File: src/rtl/ulrsd_pkg.sv
// Constants for the line resistor state decoder.
// Assumes a 100 MHz clock and a plain one-cycle register port.
//
// Behaviour
// - Five controls select the line state
// - Enables follow current control values only
// - Pull-up enable connects plus line pull-up
// - Plus pull-down enable connects plus pull-down
// - Minus pull-down enable connects minus pull-down
// - Termination enable connects both termination resistors
// - Three-state mode clears all four enables
// - Host chirp/test/fast: pull-downs plus termination
// - Host full/low speed: only pull-downs
// - Host resume: only pull-downs
// - OTG peripheral chirp: pull-up, minus pull-down
package ulrsd_pkg;
	localparam int ULRSD_AW = 8;
	localparam int ULRSD_DW = 8;

	// ****************************************
	// Register offsets
	// ****************************************
	localparam logic [ULRSD_AW-1:0] ULRSD_CTRL_OFS = 8'h00;
	localparam logic [ULRSD_AW-1:0] ULRSD_STAT_OFS = 8'h04;

	// ****************************************
	// Control register fields
	// ****************************************
	localparam int ULRSD_XCVR_LSB = 0;
	localparam int ULRSD_TERM_BIT = 2;
	localparam int ULRSD_MODE_LSB = 3;
	localparam int ULRSD_PPD_BIT = 5;
	localparam int ULRSD_MPD_BIT = 6;

	// ****************************************
	// Status register fields
	// ****************************************
	localparam int ULRSD_PU_BIT = 0;
	localparam int ULRSD_PPDEN_BIT = 1;
	localparam int ULRSD_MPDEN_BIT = 2;
	localparam int ULRSD_FTERM_BIT = 3;

	// ****************************************
	// Encodings and reset values
	// ****************************************
	localparam logic [1:0] ULRSD_XCVR_HS = 2'h0;
	localparam logic [1:0] ULRSD_MODE_NODRIVE = 2'h1;

	localparam logic [1:0] ULRSD_XCVR_RST = 2'h1;
	localparam logic ULRSD_TERM_RST = 1'h0;
	localparam logic [1:0] ULRSD_MODE_RST = 2'h0;
	localparam logic ULRSD_PPD_RST = 1'h1;
	localparam logic ULRSD_MPD_RST = 1'h1;
	localparam logic ULRSD_PU_EN_RST = 1'h0;
	localparam logic ULRSD_PPD_EN_RST = 1'h1;
	localparam logic ULRSD_MPD_EN_RST = 1'h1;
	localparam logic ULRSD_FTERM_EN_RST = 1'h0;
	localparam logic [ULRSD_DW-1:0] ULRSD_RDATA_RST = 8'h00;
endpackage

File: src/rtl/ulrsd_top.sv
// Line resistor enable decoder with its control and status registers.
// Assumes a link-side master on the same clock driving one-cycle strobes.
`timescale 1ns/1ns
module ulrsd_top
	import ulrsd_pkg::*;
(
	input wire logic clk,
	input wire logic rst_b,
	input wire logic [ULRSD_AW-1:0] reg_addr,
	input wire logic [ULRSD_DW-1:0] reg_wdata,
	input wire logic reg_wr,
	input wire logic reg_rd,
	output logic [ULRSD_DW-1:0] reg_rdata,
	output logic plus_line_pullup_enable,
	output logic plus_line_15k_pd_enable,
	output logic minus_line_15k_pd_enable,
	output logic fast_termination_enable
);

	// ****************************************
	// Reset release
	// ****************************************
	logic rst_meta_b_r;
	logic rst_sync_b_r;

	always_ff @(posedge clk or negedge rst_b) begin
		if (!rst_b) begin
			rst_meta_b_r <= 1'b0;
			rst_sync_b_r <= 1'b0;
		end else begin
			rst_meta_b_r <= 1'b1;
			rst_sync_b_r <= rst_meta_b_r;
		end
	end

	// ****************************************
	// Line-state controls
	// ****************************************
	logic [1:0] transceiver_speed_select_r;
	logic termination_select_r;
	logic [1:0] line_drive_mode_r;
	logic plus_line_pd_request_r;
	logic minus_line_pd_request_r;
	logic ctrl_hit;

	assign ctrl_hit = reg_wr && (reg_addr == ULRSD_CTRL_OFS);

	always_ff @(posedge clk or negedge rst_sync_b_r) begin
		if (!rst_sync_b_r) begin
			transceiver_speed_select_r <= ULRSD_XCVR_RST;
			termination_select_r <= ULRSD_TERM_RST;
			line_drive_mode_r <= ULRSD_MODE_RST;
			plus_line_pd_request_r <= ULRSD_PPD_RST;
			minus_line_pd_request_r <= ULRSD_MPD_RST;
		end else if (ctrl_hit) begin
			transceiver_speed_select_r <= reg_wdata[ULRSD_XCVR_LSB +: 2];
			termination_select_r <= reg_wdata[ULRSD_TERM_BIT];
			line_drive_mode_r <= reg_wdata[ULRSD_MODE_LSB +: 2];
			plus_line_pd_request_r <= reg_wdata[ULRSD_PPD_BIT];
			minus_line_pd_request_r <= reg_wdata[ULRSD_MPD_BIT];
		end
	end

	// ****************************************
	// Resistor decode
	// ****************************************
	logic pu_nxt;
	logic ppd_nxt;
	logic mpd_nxt;
	logic fterm_nxt;

	always_comb begin
		if (line_drive_mode_r == ULRSD_MODE_NODRIVE) begin
			pu_nxt = 1'b0;
			ppd_nxt = 1'b0;
			mpd_nxt = 1'b0;
			fterm_nxt = 1'b0;
		end else begin
			// Pull-up only as a device with its own pull-down released
			pu_nxt = termination_select_r && !plus_line_pd_request_r;
			ppd_nxt = plus_line_pd_request_r;
			mpd_nxt = minus_line_pd_request_r;
			fterm_nxt = (transceiver_speed_select_r == ULRSD_XCVR_HS) && !termination_select_r;
		end
	end

	always_ff @(posedge clk or negedge rst_sync_b_r) begin
		if (!rst_sync_b_r) begin
			plus_line_pullup_enable <= ULRSD_PU_EN_RST;
			plus_line_15k_pd_enable <= ULRSD_PPD_EN_RST;
			minus_line_15k_pd_enable <= ULRSD_MPD_EN_RST;
			fast_termination_enable <= ULRSD_FTERM_EN_RST;
		end else begin
			plus_line_pullup_enable <= pu_nxt;
			plus_line_15k_pd_enable <= ppd_nxt;
			minus_line_15k_pd_enable <= mpd_nxt;
			fast_termination_enable <= fterm_nxt;
		end
	end

	// ****************************************
	// Read port
	// ****************************************
	logic [ULRSD_DW-1:0] rdata_nxt;

	always_comb begin
		rdata_nxt = '0;
		if (reg_rd) begin
			case (reg_addr)
				ULRSD_CTRL_OFS: begin
					rdata_nxt[ULRSD_XCVR_LSB +: 2] = transceiver_speed_select_r;
					rdata_nxt[ULRSD_TERM_BIT] = termination_select_r;
					rdata_nxt[ULRSD_MODE_LSB +: 2] = line_drive_mode_r;
					rdata_nxt[ULRSD_PPD_BIT] = plus_line_pd_request_r;
					rdata_nxt[ULRSD_MPD_BIT] = minus_line_pd_request_r;
				end
				ULRSD_STAT_OFS: begin
					rdata_nxt[ULRSD_PU_BIT] = plus_line_pullup_enable;
					rdata_nxt[ULRSD_PPDEN_BIT] = plus_line_15k_pd_enable;
					rdata_nxt[ULRSD_MPDEN_BIT] = minus_line_15k_pd_enable;
					rdata_nxt[ULRSD_FTERM_BIT] = fast_termination_enable;
				end
				default: begin
					rdata_nxt = '0;
				end
			endcase
		end
	end

	always_ff @(posedge clk or negedge rst_sync_b_r) begin
		if (!rst_sync_b_r) begin
			reg_rdata <= ULRSD_RDATA_RST;
		end else begin
			reg_rdata <= rdata_nxt;
		end
	end
endmodule

File: config.mk
export PLATFORM = sky130hd
export DESIGN_NAME = ulrsd_top
export DESIGN_NICKNAME = d
export VERILOG_FILES = /design/src/rtl/ulrsd_pkg.sv /design/src/rtl/ulrsd_top.sv
export SDC_FILE = /design/constraint.sdc
export NUM_CORES = 1
export LEC_CHECK = 0
export BUFFER_PORTS_ARGS = -buffer_cell sky130_fd_sc_hd__buf_2
export CORE_MARGIN = 5
export CORE_UTILIZATION = 44
export DETAILED_ROUTE_END_ITERATION = 8
export PLACE_DENSITY = 0.79
export SLEW_MARGIN = 20
export SYNTH_ARGS = -nofsm -noshare
export SYNTH_HDL_FRONTEND = slang
export SYNTH_SLANG_ARGS = --single-unit
File: constraint.sdc
create_clock -name clk -period 0.8 [get_ports clk]
set_input_delay 0.12 -clock clk [delete_from_list [all_inputs] [get_ports clk]]
set_output_delay 0.12 -clock clk [all_outputs]
set_load 0.1 [all_outputs]
==> metrics <==
Max Slew Vio Count 0; Crit-path slowest cell dfstp_4; period utilization 155%; flops & latches, synth 20; Worst VDD drop roughly 1.5 mV; diodes inserted 0; Critical Path Start Type register; synthesized net count 76; DIE AREA around 2800 um^2; CP Data Required Time a little under 0.7 ns; routed vias 539; Post-DRT Antenna Nets 0; P_leak around 0.6 nW; crit path cell chain buf_12; failing checks setup timing; CP Capture Type primary output; IO Count 32; CP top delay family flip-flops; starting density of the core a little under half; Synth Warn # 0; Avg Cell Area, Syn roughly 14 um^2; Multi-input gate area 297 um^2; first-pass GRT wire length ~2700 um; GP Congestion ~0.74; Worst-path clk slew 0.11 ns; fin util approximately 77%; Cell Pwr Density 1730 nW/um^2; Die Ht 52.5 um; initial DRC count 2; clk sinks 20; commonest non-fill, non-tap cell in the layout buf_2; nets@finish roughly 120; area of the core between 1500 and 2000 um^2; Final setup viols 25; vias in the first global route 601; FF-to-FF setup slack -0.08 ns; total congestion overflow 0; Residual DRC 0; chip width approximately 52 um; most frequent cells in the layout buf_2, buf_12, buf_4; crit path DAT about 1.1 ns; Setup Crit Path Kind reg2out; clk_skew 0.00635 ns; I/O Buffers 29; Clock Latency Late Sink 0.30 ns; CTS Buf Count 3; number of vias per cell 4.42; max_cap viols 0; worst-case clock buffer depth 2; largest net degree at the start of global routing 19; wire length per cell between 10 and 15 um; Detailed Routing Iterations Pass 1 4; Buf/Inv on CP 1; shortest period the worst path allows around 1.2 ns; CP max FO 2; number of distinct library cells after synthesis 17; row count 15; Syn Inst Count 56; worst hold path type in2reg; WL final 1680 um; RSZ-0062 raised after global routing true; Final WS setup -0.436 ns; Cell Area, Synth between 700 and 800 um^2; dpl hpwl around 1200 um; fmax between 800 and 900 MHz; Reg area between 500 and 600 um^2; worst hold slack between 0.04 and 0.05 ns; antenna violations before repair 0; share of layout cells above drive strength 1 76.3%; GR Util All Layers between 10% and 20%; H-tree levels 1; Hold Fails Final Rpt 0; status finished with violations; TritonCTS clock tree built; Area Growth Syn to Fin 68.5%; worst slack, placed -0.426 ns; Root Driver clkbuf_4; CP peak stage delay 0.65 ns; Seq/Total Area, Yosys between 60% and 70%; Fill cells 99
## cells in the mapped netlist
library cell	number	area share [%]
nor2_1	9	4.3
nor3b_1	1	0.95
nand3_1	2	1.3
mux2_4	2	3.8
nor4_4	2	5.4
buf_2	1	0.63
conb_1	2	0.95
nor4_1	1	0.79
mux2_2	5	7.1
mux2i_1	4	5.0
nand3_4	1	2.2
buf_4	1	0.95
nor3_1	1	0.63
dfstp_2	5	17
dfrtp_1	15	47
nor2b_1	1	0.79
inv_1	3	1.4
## cell families after synthesis
| family | after synthesis | synth area share, % |
|---|---|---|
| buffers and inverters | 5 | 3.00 |
| DFF | 20 | 63.9 |
| muxes | 11 | 15.9 |
| other | 2 | 0.947 |
| and+or+nand+nor | 18 | 16.2 |
## final cells by class
| class | instances | share of cell area, % |
|---|---|---|
| timing repair buffer | 39 | 31.2 |
| sequential | 20 | 39.5 |
| clock buffer | 3 | 1.69 |
| clock inverter | 1 | 2.25 |
| tap | 25 | 2.34 |
| multi-input combinational | 31 | 22.2 |
| inverter | 3 | 0.843 |
## metal layers
| metal | up-vias | wire [um] | GRT usage, % |
|---|---|---|---|
| met5 | - | 0 | 0 |
| met4 | 0 | 48 | 10.2 |
| met3 | 5 | 94 | 1.99 |
| met2 | 21 | 874 | 24.2 |
| met1 | 248 | 664 | 15.8 |
| li1 | 265 | - | - |
## repair_timing
item,in CTS,in global routing
pin swaps,3,4
gates resized for setup,8,7
hold buffers,1,0
cloned,0,0
setup endpoints to repair,25,27
buffers inserted,1,3
hold endpoints to repair,2,0
## path summary, 6_finish.rpt
| check | startpoint | to | depth (start not counted) |
|---|---|---|---|
| min | reg_wdata[5] | plus_line_pd_request_r | 2 |
| max reg2reg | plus_line_15k_pd_enable | reg_rdata[1] | 2 |
| max | plus_line_15k_pd_enable | plus_line_15k_pd_enable | 1 |
| min reg2reg | rst_sync_b_r | fast_termination_enable | 1 |
| max in group asynchronous | rst_sync_b_r | minus_line_pd_request_r | 1 |
| min in group asynchronous | rst_b | rst_meta_b_r | 2 |
## stage by stage
| stage | cell area [um^2] | std cells | setup TNS (ns) | total power, mW |
|---|---|---|---|---|
| finish | 1340 | 122 | -3.51 | 2.31 |
| detailed placement | 1180 | 113 | -5.09 | 1.48 |
| global route | 1340 | 122 | -4.53 | 2.39 |
| global placement | 1180 | 113 | -4.64 | 1.47 |
| CTS | 1290 | 119 | -3.57 | 2.32 |
| floorplan | 817 | 56 | -2.47 | 1.32 |
## power breakdown
group	switching, mW	total [mW]	internal [mW]	leakage [nW]
combinational	0.227	0.403	0.176	0.332
sequential	0.0350	1.10	1.07	0.240
clock	0.296	0.803	0.507	0.0279
## flip-flops by register name, indices dropped and copies added (netlist names)
register / count
reg_rdata: 7
line_drive_mode_r: 2
transceiver_speed_select_r: 2
fast_termination_enable: 1
minus_line_15k_pd_enable: 1
minus_line_pd_request_r: 1
plus_line_15k_pd_enable: 1
plus_line_pd_request_r: 1
plus_line_pullup_enable: 1
rst_meta_b_r: 1
rst_sync_b_r: 1
termination_select_r: 1
(Power assumes the default switching activity.)
